### config.mk
export PLATFORM = sky130hd
export DESIGN_NAME = bac_top
export DESIGN_NICKNAME = d
export VERILOG_FILES = /design/src/bac_match.v /design/src/bac_top.v
export VERILOG_INCLUDE_DIRS = /design/src /design/src/src
export SDC_FILE = /design/constraint.sdc
export NUM_CORES = 1
export LEC_CHECK = 0
export BUFFER_PORTS_ARGS = -buffer_cell sky130_fd_sc_hd__buf_2
export CAP_MARGIN = 0
export CELL_PAD_IN_SITES_DETAIL_PLACEMENT = 0
export CELL_PAD_IN_SITES_GLOBAL_PLACEMENT = 1
export CORE_ASPECT_RATIO = 0.8
export CORE_UTILIZATION = 40
export CTS_CLUSTER_DIAMETER = 150
export DETAILED_ROUTE_END_ITERATION = 6
export GPL_TIMING_DRIVEN = 0
export PLACE_DENSITY = 0.79
export SLEW_MARGIN = 25
export SYNTH_ARGS = -nofsm -noshare
export SYNTH_HDL_FRONTEND = slang
export SYNTH_HIERARCHICAL = 1
export SYNTH_SLANG_ARGS = --single-unit
### constraint.sdc
create_clock -name CORE_CLK -period 5.2 [get_ports CORE_CLK]
set_input_delay 0.78 -clock CORE_CLK [delete_from_list [all_inputs] [get_ports CORE_CLK]]
set_output_delay 0.78 -clock CORE_CLK [all_outputs]
set_load 0.005 [all_outputs]
### src/bac_regs.vh
// Register offsets, field positions and reset values for the breakpoint comparators
`ifndef BAC_REGS_VH
`define BAC_REGS_VH

// Word byte addresses on the Avalon-MM slave
`define BAC_OFF_CTRL_ONE   4'h0
`define BAC_OFF_CTRL_TWO   4'h4
`define BAC_OFF_CTRL_MASK  4'h8
`define BAC_OFF_A_EXT      4'hC
`define BAC_ADDR_W         4

// Second register bank, selected by the upper address bit
`define BAC_OFF_A_CMP      5'h10
`define BAC_OFF_B_EXT      5'h14
`define BAC_OFF_B_CMP      5'h18
`define BAC_OFF_STATUS     5'h1C

// Field positions
`define BAC_BIT_DBG_EN     7
`define BAC_BIT_FULL       6
`define BAC_BIT_BKP_EN     7
`define BAC_BIT_A_HMASK    7
`define BAC_BIT_A_LMASK    6
`define BAC_BIT_B_HMASK    5
`define BAC_BIT_B_LMASK    4
`define BAC_PAGE_TYPE_SELECTOR_LO      6

// Reset values
`define BAC_RST_BYTE       8'h00
`define BAC_RST_WORD       16'h0000

// Page type selector codes after bit 7 is dropped
`define BAC_PG_NONE        1'b0
`define BAC_PG_PROGRAM     1'b1

`endif

### src/bac_match.v
// One address/data comparator lane with byte masking and page compare
`timescale 1ns/1ns
`default_nettype none
`include "bac_regs.vh"

module bac_match (
  // Configuration
  input wire bkp_mode,
  input wire dbg_mode,
  input wire data_cmp,
  input wire high_mask,
  input wire low_mask,
  input wire [7:0] ext_reg,
  input wire [15:0] cmp_reg,
  // Core buses
  input wire [15:0] addr,
  input wire [21:14] xaddr,
  input wire flash_access,
  input wire [15:0] data,
  // Result
  output reg hit
);

  reg pg_sel;
  reg hi_ok;
  reg lo_ok;
  reg ext_ok;

  always @* begin
    pg_sel = ext_reg[`BAC_PAGE_TYPE_SELECTOR_LO];
    hi_ok = 1'b1;
    lo_ok = 1'b1;
    ext_ok = 1'b1;
    if (data_cmp) begin
      // Data compare: extended bits unused
      case ({high_mask, low_mask})
        2'b00: begin
          hi_ok = (cmp_reg[15:8] == data[15:8]);
          lo_ok = (cmp_reg[7:0] == data[7:0]);
        end
        2'b01: hi_ok = (cmp_reg[15:8] == data[15:8]);
        2'b10: lo_ok = (cmp_reg[7:0] == data[7:0]);
        default: ; // No data compare
      endcase
    end else begin
      if (bkp_mode && flash_access) begin
        // Page selector ignored here
        ext_ok = (ext_reg[5:0] == xaddr[19:14]);
        hi_ok = (cmp_reg[13:8] == addr[13:8]);
      end else if (dbg_mode && pg_sel == `BAC_PG_PROGRAM) begin
        ext_ok = (ext_reg[5:0] == xaddr[21:16]);
        hi_ok = (cmp_reg[15:8] == {xaddr[15:14], addr[13:8]});
      end else begin
        hi_ok = (cmp_reg[15:8] == addr[15:8]);
      end
      lo_ok = (cmp_reg[7:0] == addr[7:0]);
      // High mask alone is forced off
      if (low_mask) begin
        lo_ok = 1'b1;
        if (high_mask)
          hi_ok = 1'b1;
      end
    end
    hit = (bkp_mode || dbg_mode) && ext_ok && hi_ok && lo_ok;
  end

endmodule // bac_match

`default_nettype wire

### src/bac_top.v
// Breakpoint comparators A and B with Avalon-MM register slave
// Operation
// - Low/high mask bits select full, 256, 16K ranges
// - Full mode B masks select data bytes compared
// - Full mode ignores comparator B extended bits
// - Extended bits 7:6 select page type
// - Selector bit 7 ignored, 10/11 act as 00/01
// - Breakpoint mode compares page on flash accesses
// - Debug mode selector 01 compares extended address
// - Compare value bits give required address levels
// - Breakpoint enable overrides debug enable
// - Secure state blocks trace/debug mode
// - High mask alone is ignored for address compares; in full mode data compare it keeps only the low byte
// - Full mode comparator B watches data bus
`timescale 1ns/1ns
`default_nettype none
`include "bac_regs.vh"

module bac_top (
  // Clock and reset
  input wire CORE_CLK,
  input wire RST,
  // Avalon-MM slave
  input wire [4:0] AVS_ADDRESS,
  input wire AVS_READ,
  input wire AVS_WRITE,
  input wire [31:0] AVS_WRITEDATA,
  input wire [3:0] AVS_BYTEENABLE,
  output reg [31:0] AVS_READDATA,
  output reg AVS_WAITREQUEST,
  // Core buses, same clock domain
  input wire [15:0] CORE_ADDRESS_BUS,
  input wire [21:14] EXTENDED_ADDRESS_BUS,
  input wire FLASH_ACCESS,
  input wire [15:0] CORE_DATA_BUS,
  // Chip security, from a pin domain
  input wire SECURE_STATE,
  // Results
  output reg MATCH_A,
  output reg MATCH_B,
  output reg BREAKPOINT_MODE,
  output reg TRACE_DEBUG_MODE
);

  // Register file, next values merged from the bus
  reg [7:0] debug_control_one_q;
  reg [7:0] debug_control_one_d;
  reg [7:0] debug_control_two_q;
  reg [7:0] debug_control_two_d;
  reg [7:0] mask_ctrl_q;
  reg [7:0] mask_ctrl_d;
  reg [7:0] comp_a_extended_page_q;
  reg [7:0] comp_a_extended_page_d;
  reg [15:0] comp_a_compare_value_q;
  reg [15:0] comp_a_compare_value_d;
  reg [7:0] comp_b_extended_page_q;
  reg [7:0] comp_b_extended_page_d;
  reg [15:0] comp_b_compare_value_q;
  reg [15:0] comp_b_compare_value_d;
  // Security pin synchroniser
  reg sec_meta_q;
  reg sec_sync_q;
  // Bus handshake
  reg ack_q;
  reg ack_d;
  reg wait_d;
  reg [31:0] rdata_d;
  wire req;
  wire rd_fire;
  wire wr_fire;
  // Comparator results and modes
  wire bkp_on;
  wire dbg_on;
  wire full_mode;
  wire hit_a;
  wire hit_b;
  wire [4:0] status;

  // Merge a byte lane into a register byte
  function [7:0] lane;
    input [7:0] old;
    input [7:0] nw;
    input en;
    begin
      lane = en ? nw : old;
    end
  endfunction

  // Word address decode, shared by the read and write paths
  function reg_hit;
    input [4:0] adr;
    input [4:0] off;
    begin
      reg_hit = (adr == off);
    end
  endfunction

  // Pad a byte register onto the read bus
  function [31:0] byte_word;
    input [7:0] val;
    begin
      byte_word = {24'h00_0000, val};
    end
  endfunction

  // Pad a compare register onto the read bus
  function [31:0] half_word;
    input [15:0] val;
    begin
      half_word = {16'h0000, val};
    end
  endfunction

  // Security pin crosses in from outside
  always @(posedge CORE_CLK or posedge RST) begin
    if (RST) begin
      sec_meta_q <= 1'b1;
      sec_sync_q <= 1'b1;
    end else begin
      sec_meta_q <= SECURE_STATE;
      sec_sync_q <= sec_meta_q;
    end
  end

  assign bkp_on = debug_control_two_q[`BAC_BIT_BKP_EN];
  // Secure start-up until synchronised keeps debug off
  assign dbg_on = debug_control_one_q[`BAC_BIT_DBG_EN] && !bkp_on && !sec_sync_q;
  assign full_mode = bkp_on && debug_control_two_q[`BAC_BIT_FULL];
  assign status = {sec_sync_q, dbg_on, bkp_on, hit_b, hit_a};

  // One wait cycle per access; a write lands only on the edge that ends the wait
  assign req = AVS_READ || AVS_WRITE;
  assign rd_fire = AVS_READ && !ack_q;
  assign wr_fire = AVS_WRITE && ack_q;

  // Read data is fetched on the first edge so it stands when the wait ends
  always @* begin
    ack_d = req && !ack_q;
    wait_d = !(req && !ack_q);
    rdata_d = AVS_READDATA;
    if (rd_fire) begin
      if (reg_hit(AVS_ADDRESS, {1'b0, `BAC_OFF_CTRL_ONE})) begin
        rdata_d = byte_word(debug_control_one_q);
      end else if (reg_hit(AVS_ADDRESS, {1'b0, `BAC_OFF_CTRL_TWO})) begin
        rdata_d = byte_word(debug_control_two_q);
      end else if (reg_hit(AVS_ADDRESS, {1'b0, `BAC_OFF_CTRL_MASK})) begin
        rdata_d = byte_word(mask_ctrl_q);
      end else if (reg_hit(AVS_ADDRESS, {1'b0, `BAC_OFF_A_EXT})) begin
        rdata_d = byte_word(comp_a_extended_page_q);
      end else if (reg_hit(AVS_ADDRESS, `BAC_OFF_A_CMP)) begin
        rdata_d = half_word(comp_a_compare_value_q);
      end else if (reg_hit(AVS_ADDRESS, `BAC_OFF_B_EXT)) begin
        rdata_d = byte_word(comp_b_extended_page_q);
      end else if (reg_hit(AVS_ADDRESS, `BAC_OFF_B_CMP)) begin
        rdata_d = half_word(comp_b_compare_value_q);
      end else if (reg_hit(AVS_ADDRESS, `BAC_OFF_STATUS)) begin
        rdata_d = {27'h000_0000, status};
      end else begin
        rdata_d = 32'h0000_0000;
      end
    end
  end

  always @(posedge CORE_CLK or posedge RST) begin
    if (RST) begin
      ack_q <= 1'b0;
      AVS_WAITREQUEST <= 1'b1;
      AVS_READDATA <= 32'h0000_0000;
    end else begin
      ack_q <= ack_d;
      AVS_WAITREQUEST <= wait_d;
      AVS_READDATA <= rdata_d;
    end
  end

  // Write path: byte lanes merge into the addressed register
  always @* begin
    debug_control_one_d = debug_control_one_q;
    debug_control_two_d = debug_control_two_q;
    mask_ctrl_d = mask_ctrl_q;
    comp_a_extended_page_d = comp_a_extended_page_q;
    comp_a_compare_value_d = comp_a_compare_value_q;
    comp_b_extended_page_d = comp_b_extended_page_q;
    comp_b_compare_value_d = comp_b_compare_value_q;
    if (wr_fire) begin
      if (reg_hit(AVS_ADDRESS, {1'b0, `BAC_OFF_CTRL_ONE})) begin
        debug_control_one_d = lane(debug_control_one_q, AVS_WRITEDATA[7:0], AVS_BYTEENABLE[0]);
      end
      if (reg_hit(AVS_ADDRESS, {1'b0, `BAC_OFF_CTRL_TWO})) begin
        debug_control_two_d = lane(debug_control_two_q, AVS_WRITEDATA[7:0], AVS_BYTEENABLE[0]);
      end
      if (reg_hit(AVS_ADDRESS, {1'b0, `BAC_OFF_CTRL_MASK})) begin
        mask_ctrl_d = lane(mask_ctrl_q, AVS_WRITEDATA[7:0], AVS_BYTEENABLE[0]);
      end
      if (reg_hit(AVS_ADDRESS, {1'b0, `BAC_OFF_A_EXT})) begin
        comp_a_extended_page_d = lane(comp_a_extended_page_q, AVS_WRITEDATA[7:0],
                                      AVS_BYTEENABLE[0]);
      end
      if (reg_hit(AVS_ADDRESS, `BAC_OFF_A_CMP)) begin
        comp_a_compare_value_d[7:0] = lane(comp_a_compare_value_q[7:0],
                                           AVS_WRITEDATA[7:0], AVS_BYTEENABLE[0]);
        comp_a_compare_value_d[15:8] = lane(comp_a_compare_value_q[15:8],
                                            AVS_WRITEDATA[15:8], AVS_BYTEENABLE[1]);
      end
      if (reg_hit(AVS_ADDRESS, `BAC_OFF_B_EXT)) begin
        comp_b_extended_page_d = lane(comp_b_extended_page_q, AVS_WRITEDATA[7:0],
                                      AVS_BYTEENABLE[0]);
      end
      if (reg_hit(AVS_ADDRESS, `BAC_OFF_B_CMP)) begin
        comp_b_compare_value_d[7:0] = lane(comp_b_compare_value_q[7:0],
                                           AVS_WRITEDATA[7:0], AVS_BYTEENABLE[0]);
        comp_b_compare_value_d[15:8] = lane(comp_b_compare_value_q[15:8],
                                            AVS_WRITEDATA[15:8], AVS_BYTEENABLE[1]);
      end
    end
  end

  // Register file, one flop bank per register
  always @(posedge CORE_CLK or posedge RST) begin
    if (RST) begin
      debug_control_one_q <= `BAC_RST_BYTE;
    end else begin
      debug_control_one_q <= debug_control_one_d;
    end
  end

  always @(posedge CORE_CLK or posedge RST) begin
    if (RST) begin
      debug_control_two_q <= `BAC_RST_BYTE;
    end else begin
      debug_control_two_q <= debug_control_two_d;
    end
  end

  always @(posedge CORE_CLK or posedge RST) begin
    if (RST) begin
      mask_ctrl_q <= `BAC_RST_BYTE;
    end else begin
      mask_ctrl_q <= mask_ctrl_d;
    end
  end

  always @(posedge CORE_CLK or posedge RST) begin
    if (RST) begin
      comp_a_extended_page_q <= `BAC_RST_BYTE;
    end else begin
      comp_a_extended_page_q <= comp_a_extended_page_d;
    end
  end

  always @(posedge CORE_CLK or posedge RST) begin
    if (RST) begin
      comp_a_compare_value_q <= `BAC_RST_WORD;
    end else begin
      comp_a_compare_value_q <= comp_a_compare_value_d;
    end
  end

  always @(posedge CORE_CLK or posedge RST) begin
    if (RST) begin
      comp_b_extended_page_q <= `BAC_RST_BYTE;
    end else begin
      comp_b_extended_page_q <= comp_b_extended_page_d;
    end
  end

  always @(posedge CORE_CLK or posedge RST) begin
    if (RST) begin
      comp_b_compare_value_q <= `BAC_RST_WORD;
    end else begin
      comp_b_compare_value_q <= comp_b_compare_value_d;
    end
  end

  bac_match u_cmp_a (
    .bkp_mode(bkp_on),
    .dbg_mode(dbg_on),
    .data_cmp(1'b0),
    .high_mask(mask_ctrl_q[`BAC_BIT_A_HMASK]),
    .low_mask(mask_ctrl_q[`BAC_BIT_A_LMASK]),
    .ext_reg(comp_a_extended_page_q),
    .cmp_reg(comp_a_compare_value_q),
    .addr(CORE_ADDRESS_BUS),
    .xaddr(EXTENDED_ADDRESS_BUS),
    .flash_access(FLASH_ACCESS),
    .data(CORE_DATA_BUS),
    .hit(hit_a)
  );

  // Full mode turns comparator B onto the data bus
  bac_match u_cmp_b (
    .bkp_mode(bkp_on),
    .dbg_mode(dbg_on),
    .data_cmp(full_mode),
    .high_mask(mask_ctrl_q[`BAC_BIT_B_HMASK]),
    .low_mask(mask_ctrl_q[`BAC_BIT_B_LMASK]),
    .ext_reg(comp_b_extended_page_q),
    .cmp_reg(comp_b_compare_value_q),
    .addr(CORE_ADDRESS_BUS),
    .xaddr(EXTENDED_ADDRESS_BUS),
    .flash_access(FLASH_ACCESS),
    .data(CORE_DATA_BUS),
    .hit(hit_b)
  );

  // Registered results, one cycle behind the core buses
  always @(posedge CORE_CLK or posedge RST) begin
    if (RST) begin
      MATCH_A <= 1'b0;
      MATCH_B <= 1'b0;
      BREAKPOINT_MODE <= 1'b0;
      TRACE_DEBUG_MODE <= 1'b0;
    end else begin
      MATCH_A <= hit_a;
      MATCH_B <= hit_b;
      BREAKPOINT_MODE <= bkp_on;
      TRACE_DEBUG_MODE <= dbg_on;
    end
  end

endmodule // bac_top

`default_nettype wire

==> Word level (Yosys, flattened, before mapping) <==
Cells that the tools add are included.
{ "op_classes": {"shift": 0, "n_bitwise": 0, "div_mod_pow": 0, "n_mul": 0, "n_eq_ne": 23, "n_addsub": 0, "muxes": 27, "n_reduce_logical": 34, "order_cmp": 0} }
{ "ops": {"columns": ["operator", "n"], "rows": [
  ["$mux 16", 7],
  ["$eq 8x8->1", 8],
  ["$eq 6x6->1", 6],
  ["$reduce_and 3->1", 9],
  ["$eq 5x5->1 const B", 4],
  ["$mux 1", 19],
  ["$logic_and 1x1->1", 15],
  ["$eq 5x4->1 const B", 2],
  ["$eq 5x3->1 const B", 1],
  ["$logic_not 5->1", 1],
  ["$mux 5", 1],
  ["$logic_not 1->1", 4],
  ["$reduce_or 2->1", 2],
  ["$eq 2x1->1 const B", 1],
  ["$eq 2x2->1 const B", 1],
  ["$logic_not 2->1", 1],
  ["$logic_or 1x1->1", 2]
]} }
{ "totals": {"register_bits": 112, "latchBits": 0, "romBits": 0, "output_inout_bits": 37, "memories": 0, "wordCells": 102, "ram_bits": 0} }

==> Longest topological paths before layout <==
Gate-level depths: netlist (run 1).
{ "logic_depth": {"word_depth": 19, "ltp_mapped": 9, "mapped_depth_nobuf": 9} }

==> Hierarchy <==
Netlist (run 1), hierarchy kept.
{ "by_module_without_submodules": {"columns": ["mod", "n_inst", "seq_area_each_um2", "area_per_inst_um2", "cells_each"], "rows": [
  ["bac_top", 1, 2406.1, 4344.2, 320],
  ["bac_match", 2, 0.0, 571.8, 71]
]} }

==> Worst setup path after synthesis (run 1) <==
OpenSTA, ideal clock, no wires.
{ "synth_timing": {"path_kind": "register to register", "startpoint": "reg debug_control_two_q[7]", "endpoint": "reg AVS_READDATA[1]", "setup_slack_ps": 2572, "t_arrival_ps": 2486, "path_stages_with_launch": 10, "t_required_ps": 5058, "cell_sequence": "dfrtp_1 > nor3b_1 > nand2_1 > mux2i_1 > xnor2_1 > o31a_1 > o32ai_2 > mux4_2 > a22oi_1 > a211oi_1"} }
{ "synth_between": {"elab_chain_len": 19, "elab_cells_between_ends": 27, "cone_classes": "mux: 17; reduce/logical: 10"} }
{ "synth_lines": {"columns": ["item", "line_no", "text"], "rows": [
  ["from (decl)", "bac_top.v:48", "reg [7:0] debug_control_two_q;"],
  ["from (signal assigned)", "bac_top.v:229", "debug_control_two_q <= `BAC_RST_BYTE;"],
  ["from (signal assigned)", "bac_top.v:231", "debug_control_two_q <= debug_control_two_d;"],
  ["$logic_not 1->1 (*)", "bac_top.v:127", "assign dbg_on = debug_control_one_q[`BAC_BIT_DBG_EN] && !bkp_on && !sec_sync_q;"],
  ["$logic_and 1x1->1 (*) (2 in series)", "bac_top.v:127", null],
  ["via dbg_on", "bac_top.v:73", "wire dbg_on;"],
  ["$logic_and 1x1->1 (no line)", null, null],
  ["$mux 1", "bac_match.v:50", "end else if (dbg_mode && pg_sel == `BAC_PG_PROGRAM) begin"],
  ["$mux 1", "bac_match.v:46", "if (bkp_mode && flash_access) begin"],
  ["$mux 1", "bac_match.v:60", "if (high_mask)"],
  ["$mux 1", "bac_match.v:58", "if (low_mask) begin"],
  ["[... 3 more ...]", null, null],
  ["via hit_b", "bac_top.v:76", "wire hit_b;"],
  ["$mux 5 (*)", "bac_top.v:156", "end else if (reg_hit(AVS_ADDRESS, `BAC_OFF_STATUS)) begin"],
  ["$mux 16 (*)", "bac_top.v:154", "end else if (reg_hit(AVS_ADDRESS, `BAC_OFF_B_CMP)) begin"],
  ["$mux 16 (*)", "bac_top.v:152", "end else if (reg_hit(AVS_ADDRESS, `BAC_OFF_B_EXT)) begin"],
  ["$mux 16 (*)", "bac_top.v:150", "end else if (reg_hit(AVS_ADDRESS, `BAC_OFF_A_CMP)) begin"],
  ["$mux 16 (*)", "bac_top.v:148", "end else if (reg_hit(AVS_ADDRESS, {1'b0, `BAC_OFF_A_EXT})) begin"],
  ["$mux 16 (*)", "bac_top.v:146", "end else if (reg_hit(AVS_ADDRESS, {1'b0, `BAC_OFF_CTRL_MASK})) begin"],
  ["$mux 16 (*)", "bac_top.v:144", "end else if (reg_hit(AVS_ADDRESS, {1'b0, `BAC_OFF_CTRL_TWO})) begin"],
  ["$mux 16 (*)", "bac_top.v:142", "if (reg_hit(AVS_ADDRESS, {1'b0, `BAC_OFF_CTRL_ONE})) begin"],
  ["to (signal assigned)", "bac_top.v:172", "AVS_READDATA <= rdata_d;"],
  ["to (decl)", "bac_top.v:29", "output reg [31:0] AVS_READDATA,"]
]} }
The timed path passes the listed nets; every way through them passes the cells marked *.
A chain may end at the register's enable or synchronous reset.

==> Final worst setup path (run 1) <==
{ "layout_timing": {"startpoint": "reg debug_control_two_q[7]", "endpoint": "reg AVS_READDATA[0]"} }
{ "layout_between": {"elab_chain_len": 18, "elab_cells_between_ends": 23, "cone_classes": "mux: 14; reduce/logical: 9"} }
{ "layout_lines": {"columns": ["item", "line_no", "text"], "rows": [
  ["$logic_not 1->1 (*)", "bac_top.v:127", null],
  ["$logic_and 1x1->1 (*) (2 in series)", "bac_top.v:127", null],
  ["via dbg_on", "bac_top.v:73", null],
  ["$logic_and 1x1->1 (no line)", null, null],
  ["$mux 1", "bac_match.v:50", null],
  ["$mux 1", "bac_match.v:46", null],
  ["$mux 1", "bac_match.v:60", null],
  ["$mux 1", "bac_match.v:58", null],
  ["[... 2 more ...]", null, null],
  ["via hit_a", "bac_top.v:75", "wire hit_a;"],
  ["$mux 5 (*)", "bac_top.v:156", null],
  ["$mux 16 (*)", "bac_top.v:154", null],
  ["$mux 16 (*)", "bac_top.v:152", null],
  ["$mux 16 (*)", "bac_top.v:150", null],
  ["$mux 16 (*)", "bac_top.v:148", null],
  ["$mux 16 (*)", "bac_top.v:146", null],
  ["$mux 16 (*)", "bac_top.v:144", null],
  ["$mux 16 (*)", "bac_top.v:142", null]
]} }
Marks and branches as above.

==> impl_results.md, run 1 <==
* Netlist cell types at 48
* Pre-antenna DRT Iters at 4
* Multi-input logic area at 2907 sq um
* Yosys Warn Count at 6
* Commonest non-fill, non-tap cell in the layout: buf_2
* Initial Util at 41.89%
* Synth Flop Type: dfrtp_1
* Clock-pin slew on the worst setup and hold paths at 70 ps
* Fin cells at 759
* Sequential power share at 47.4%
* DRC Markers at 0
* Switch Pwr at 0.0005142 W
* Initial drt markers at 326
* Tcrit/Tclk final at 68.87%
* Global-route wire length before repair at 23020 um
* Worst VDD drop at 0.0001544 V
* WL per Instance at 19.07 um
* Detail Placement HPWL at 11250 um
* Slew Viols, Final at 0
* Core area at 13100 sq um
* Mapped Area at 5488 sq um
* Hold-fix buffers at CTS at 0
* CP arrival at 3790 ps
* Worst Skew at 8.398 ps
* Area growth from synthesis to layout at 19.06%
* Syn_area_per_cell at 11.88 sq um
* Hold Vio Cnt, Final at 0
* Max-Cap Viols at 0
* Startpoint types: register
* Leakage at 3.141 nW
* Critical Path End Type: register
* Global Route Usage Sum at 21.63%
* Wirelength, routed at 14480 um
* Sink Count at 96
* Die Footprint at 14190 sq um
* CTS tree: built
* I/O Pins at 124
* Hold Path Class: register to register
* Final antenna diode count at 0
* Final setup violation count at 0
* Row cnt at 37
* Initial antenna violation count at 0
* Most frequent cells in the layout: buf_2, dfrtp_1, mux2_2, xor2_1, xnor2_1
* Pin count of the biggest net entering global routing at 65
* H-tree Lvls at 3
* Combinational group share of total power at 17.5%
* Vias in the first global route at 4126
* Switching Share at 27.52%
* Die height at 106.8 um
* Fmax at 279.2 MHz
* Clock Latency Late Sink at 350 ps
* Num CTS Buffers at 9
* Pint at 0.001355 W
* CP Class: register to register
* Synth async-reset ratio at 100.0%
* Placed insts at 743
* Clock power share at 35.1%
* Worst Tran Pin Value at 969.4 ps
* Fillers at 1168
* Net count, final at 666
* Synthesis-stage register bit count at 96
* Via count at 3993
* CTS max path bufs at 2
* Cells after Synth at 462
* Register area share after synthesis at 43.84%
* Share of layout cells above drive strength 1 at 37.50%
* Worst slew margin at 35.24%
* # Post-CTS Setup Buffers at 0
* Routed Antenna Nets at 0
* GP Congestion at 0.8920
* Root Buffer Master: clkbuf_16
* Number of flops mapped to enable cells by yosys at 0
* Post-CTS Resized at 0
* Status: complete, no violations
* Post-layout minimum cycle time at 3581 ps
* Sequential cell area at 2406 sq um
* Chip Width at 133.0 um
* Via density at 5.261
* Grt ovf at 0
* IO Port Bufs at 88
* Worst-path fanout max at 12
* Setup TNS at 0 ps
* CP required at 5400 ps
* P per Cell Area at 286.0 nW/um^2
* RSZ-0062 raised after global routing: no
[state kept, by name, indices dropped and copies added (netlist names)]
signal / cells
comp_b_compare_value_q: 16
ack_q: 1
comp_a_extended_page_q: 8
MATCH_A: 1
AVS_READDATA: 16
comp_b_extended_page_q: 8
mask_ctrl_q: 8
sec_sync_q: 1
debug_control_two_q: 8
AVS_WAITREQUEST: 1
debug_control_one_q: 8
comp_a_compare_value_q: 16
sec_meta_q: 1
MATCH_B: 1
BREAKPOINT_MODE: 1
TRACE_DEBUG_MODE: 1
[worst paths after layout]
kind / end / cells after the start / slack [ps] / startpoint
min reg2reg: sec_sync_q / 0 / 360 / sec_meta_q
max reg2reg: AVS_READDATA[0] / 9 / 1620 / debug_control_two_q[7]
max: AVS_READDATA[0] / 9 / 1620 / debug_control_two_q[7]
max in group asynchronous: sec_meta_q / 3 / 4120 / RST
min: sec_sync_q / 0 / 360 / sec_meta_q
min in group asynchronous: AVS_READDATA[0] / 2 / 410 / RST
[worst max-delay path: stages, from the launching register on]
cell      delay (ps)
dfrtp_1          560
nor3b_1          870
nand2_1          350
mux2i_1          270
xnor2_1          180
o31a_1           200
o32ai_2           90
mux4_2           480
a22oi_1          310
a211oi_1         120
[metrics by stage]
| stage | setup WS, ps | area, sq um | utilization, % | total power, W | hold WS [ps] |
|---|---|---|---|---|---|
| 2_1_floorplan | 1920 | 5552 | - | 0.001088 | 345.2 |
| 3_3_place_gp | 888.0 | 6211 | 47.41 | 0.001207 | 349.1 |
| 3_5_place_dp | 1751 | 6243 | 47.66 | 0.001225 | 348.7 |
| 4_1_cts | 1737 | 6534 | 49.87 | 0.001884 | 358.0 |
| 5_1_grt | 1419 | 6534 | 49.87 | 0.001957 | 364.5 |
| 6_report | 1619 | 6534 | 49.87 | 0.001869 | 356.4 |
[logic make-up after synthesis]
group | synth area share, %
compound gates | 6.772
xor+xnor | 14.04
buf+inv | 4.355
flops | 43.84
mux | 21.04
other cells | 0.06833
simple gates | 9.873
[Yosys cell counts, types with 2 or more instances]
cell / instances / share of area [%]
nand4_1: 10 / 1.1
dfstp_2: 3 / 1.4
nor4_2: 2 / 0.46
nor3b_1: 5 / 0.68
o41ai_1: 2 / 0.32
mux4_1: 2 / 0.96
o32ai_2: 2 / 0.59
a211oi_1: 3 / 0.41
mux2_2: 63 / 13
o31a_1: 2 / 0.32
nor4_1: 8 / 0.91
nand3_1: 2 / 0.18
nor2_1: 28 / 1.9
xor2_1: 52 / 8.3
a22oi_1: 5 / 0.68
and2_1: 5 / 0.57
or3_1: 2 / 0.23
a221oi_1: 8 / 1.3
o21ai_0: 8 / 0.73
o31ai_1: 6 / 0.82
mux4_2: 5 / 2.1
nor2b_1: 3 / 0.34
dfrtp_1: 93 / 42
nand3b_1: 3 / 0.41
mux2_4: 8 / 2.2
a21oi_1: 9 / 0.82
nor3_1: 6 / 0.55
and4b_1: 3 / 0.55
clkbuf_1: 5 / 0.34
mux2i_1: 16 / 2.9
xnor2_1: 36 / 5.7
inv_1: 4 / 0.27
a32oi_1: 2 / 0.32
buf_4: 18 / 2.5
buf_2: 7 / 0.64
nand2_1: 12 / 0.82
o221ai_1: 3 / 0.48
[power by group through the flow]
stage          Clock (W)  Sequential (W)  Combinational [W]
3_3_place_gp           0        0.000896           0.000311
6_report        0.000655        0.000886           0.000328
3_5_place_dp           0        0.000900           0.000325
5_1_grt         0.000702        0.000896           0.000358
2_1_floorplan          0        0.000880           0.000208
4_1_cts         0.000671        0.000886           0.000327
[metal layers]
metal	share of wire, %	global-route usage, %	wire [um]
met1	46	31.47	6690
met2	46	33.55	6690
met3	6.5	3.452	936
met4	1.1	5.337	159
met5	0	0	0
[area by class of cell]
| type | instances | area share (%) |
|---|---|---|
| buffer | 33 | 3.428 |
| tap | 175 | 3.351 |
| clock buffer | 11 | 3.562 |
| inverter | 4 | 0.3064 |
| multi-input combinational | 346 | 44.48 |
| sequential | 96 | 36.82 |
| timing repair buffer | 89 | 7.162 |
| clock inverter | 5 | 0.8809 |
Power figures use the tool's default switching activity.
==> inputs of run 2 (changes only) <==
Settings changed: CORE_UTILIZATION 40 to 39, PLACE_DENSITY 0.79 to 0.8.
Clock period 5.2 ns to 3.1 ns, I/O delays scaled along.
==> run 2 against run 1 <==
Compared with the run above:
- via count is 2.9% higher
- critical path depth stayed put
- combinational power is 67% higher
- critical path type unchanged
==> impl_results.md, run 2 (synthesis results as in run 1) <==
* H-tree Lvls at 3 (unchanged)
* Final setup violation count at 0 (unchanged)
* Net count, final at 667 (+0.15%)
* Clock power share at 36.2% (+1.1 points)
* Worst VDD drop at 0.0002816 V (+82%)
* Sequential power share at 46.6% (-0.8 points)
* Setup TNS at 0 ps (unchanged)
* CP arrival at 3070 ps (-720 ps)
* Initial antenna violation count at 0 (unchanged)
* Hold Slack at 40.09 ps (-316.3 ps)
* Sink Count at 96 (unchanged)
* Via density at 5.371 (+2.1%)
* Worst-path fanout max at 12 (unchanged)
* Detail Placement HPWL at 11120 um (-1.2%)
* I/O Pins at 124 (unchanged)
* Share of layout cells above drive strength 1 at 38.12% (+0.62 points)
* Switch Pwr at 0.0008782 W (+71%)
* Post-layout minimum cycle time at 2869 ps (-711.6 ps)
* Status: complete, no violations
* Clock Latency Late Sink at 340 ps (about the same)
* Worst Skew at 4.896 ps (-3.502 ps)
* Die height at 108.1 um (+1.3%)
* Most frequent cells in the layout: buf_2, dfrtp_1, mux2_2, xor2_1, xnor2_1
* Num CTS Buffers at 9 (unchanged)
* Critical Path End Type: register
* Largest regs: AVS_READDATA: 16 flops, comp_a_compare_value_q: 16 flops, comp_b_compare_value_q: 16 flops
* WL per Instance at 19.28 um (+1.1%)
* Row cnt at 38 (+2.7%)
* Slew Viols, Final at 0 (unchanged)
* Root Buffer Master: clkbuf_16
* P per Cell Area at 485.7 nW/um^2 (+70%)
* Post-DP Area at 6250 sq um (+0.10%)
* Core area at 13650 sq um (+4.2%)
* Hold Vio Cnt, Final at 0 (unchanged)
* Via count at 4109 (+2.9%)
* CTS tree: built
* Startpoint types: register
* CTS max path bufs at 2 (unchanged)
* Hold Path Class: primary input to async pin
* Initial drt markers at 328 (+0.61%)
* Worst Tran Pin Value at 601.8 ps (-367.5 ps)
* Area growth from synthesis to layout at 19.90%
* Pre-antenna DRT Iters at 5 (+1)
* Commonest non-fill, non-tap cell in the layout: buf_2
* IO Port Bufs at 88 (unchanged)
* Fin area at 6580 sq um (+0.71%)
* Initial Util at 40.22% (-1.7 points)
* Vias in the first global route at 4087 (-0.95%)
* Max-Cap Viols at 0 (unchanged)
* Die Footprint at 14550 sq um (+2.5%)
* Pint at 0.002318 W (+71%)
* Final antenna diode count at 0 (unchanged)
* CP required at 3300 ps (-2100 ps)
* Tcrit/Tclk final at 92.56% (+24 points)
* RSZ-0062 raised after global routing: no
* Worst slew margin at 59.76% (+25 points)
* Switching Share at 27.48% (-0.036 points)
* Total chip power at 0.003196 W (+71%)
* Global-route wire length before repair at 22670 um (-1.5%)
* Fmax at 348.5 MHz (+25%)
* Global Route Usage Sum at 20.82% (-0.81 points)
* Clock-pin slew on the worst setup and hold paths at 70 ps (about the same)
* Hold-fix buffers at CTS at 0 (unchanged)
* GP Congestion at 0.8711 (-2.3%)
* Leakage at 3.149 nW (+0.22%)
* Wirelength, routed at 14750 um (+1.9%)
* Routed Antenna Nets at 0 (unchanged)
* Pin count of the biggest net entering global routing at 79 (+22%)
* Chip Width at 134.6 um (+1.3%)
* CP Class: register to register
* Grt ovf at 0 (unchanged)
* Combinational group share of total power at 17.2% (-0.3 points)
* DRC Markers at 0 (unchanged)
[run 2: worst paths after layout]
check / from / to / slack [ps] / depth (start not counted)
hold reg to reg: sec_meta_q / sec_sync_q / 360 / 0
max in group asynchronous: RST / sec_sync_q / 2400 / 3
setup reg to reg: debug_control_two_q[7] / AVS_READDATA[1] / 230 / 9
setup / recovery: debug_control_two_q[7] / AVS_READDATA[1] / 230 / 9
min in group CORE_CLK: SECURE_STATE / sec_meta_q / 220 / 1
hold / removal: RST / AVS_READDATA[9] / 40 / 2
[run 2: per-layer routing]
| layer | up-vias | routed length [um] | global-route usage [%] |
|---|---|---|---|
| met2 | 143 | 6804 | 32.99 |
| met1 | 2074 | 6641 | 28.86 |
| met5 | - | 0 | 0 |
| met4 | 0 | 189 | 4.976 |
| li1 | 1873 | - | - |
| met3 | 19 | 1118 | 4.782 |
[run 2: cell type report]
cell class              instances  area (sq um)
fillers                      1219          7066
inverters                       4         20.02
flip-flops and latches         96          2407
clock inverters                 4         53.80
plain buffers                  33         224.0
well taps                     180         225.2
multi-input cells             346          2918
clock buffers                  12         256.5
repair buffers                 90         475.5
[run 2: power groups by stage]
| stage | clock, W | sequential [W] | combinational (W) |
|---|---|---|---|
| 6_report | 0.00116 | 0.00149 | 0.000549 |
| 4_1_cts | 0.00117 | 0.00149 | 0.000546 |
| 2_1_floorplan | 0 | 0.00148 | 0.000349 |
| 3_3_place_gp | 0 | 0.00150 | 0.000519 |
| 5_1_grt | 0.00122 | 0.00150 | 0.000599 |
| 3_5_place_dp | 0 | 0.00151 | 0.000541 |
[run 2: repair_timing]
action / 4_1_cts / 5_1_grt
buffers inserted: 0 / 1
pin swaps: 0 / 1
endpoints found under the setup margin: 2 / 2
gates resized for setup: 1 / 2
[run 2: stage by stage]
| stage | util [%] | cells | worst slack (ps) |
|---|---|---|---|
| after floorplan | - | 479 | 134.6 |
| after global placement | 45.56 | 747 | -878.7 |
| after detailed placement | 45.80 | 748 | -352.4 |
| after CTS | 48.11 | 764 | 7.295 |
| after global routing | 48.22 | 765 | 104.2 |
| final | 48.22 | 765 | 230.6 |
[run 2: critical path: stages (launching register included)]
cell,delay (ps)
dfrtp_2,530
nor3b_4,370
nand2_1,240
mux2i_1,230
xnor2_1,140
o31a_1,180
o32ai_2,90
mux4_2,470
a22oi_1,350
a211oi_1,130
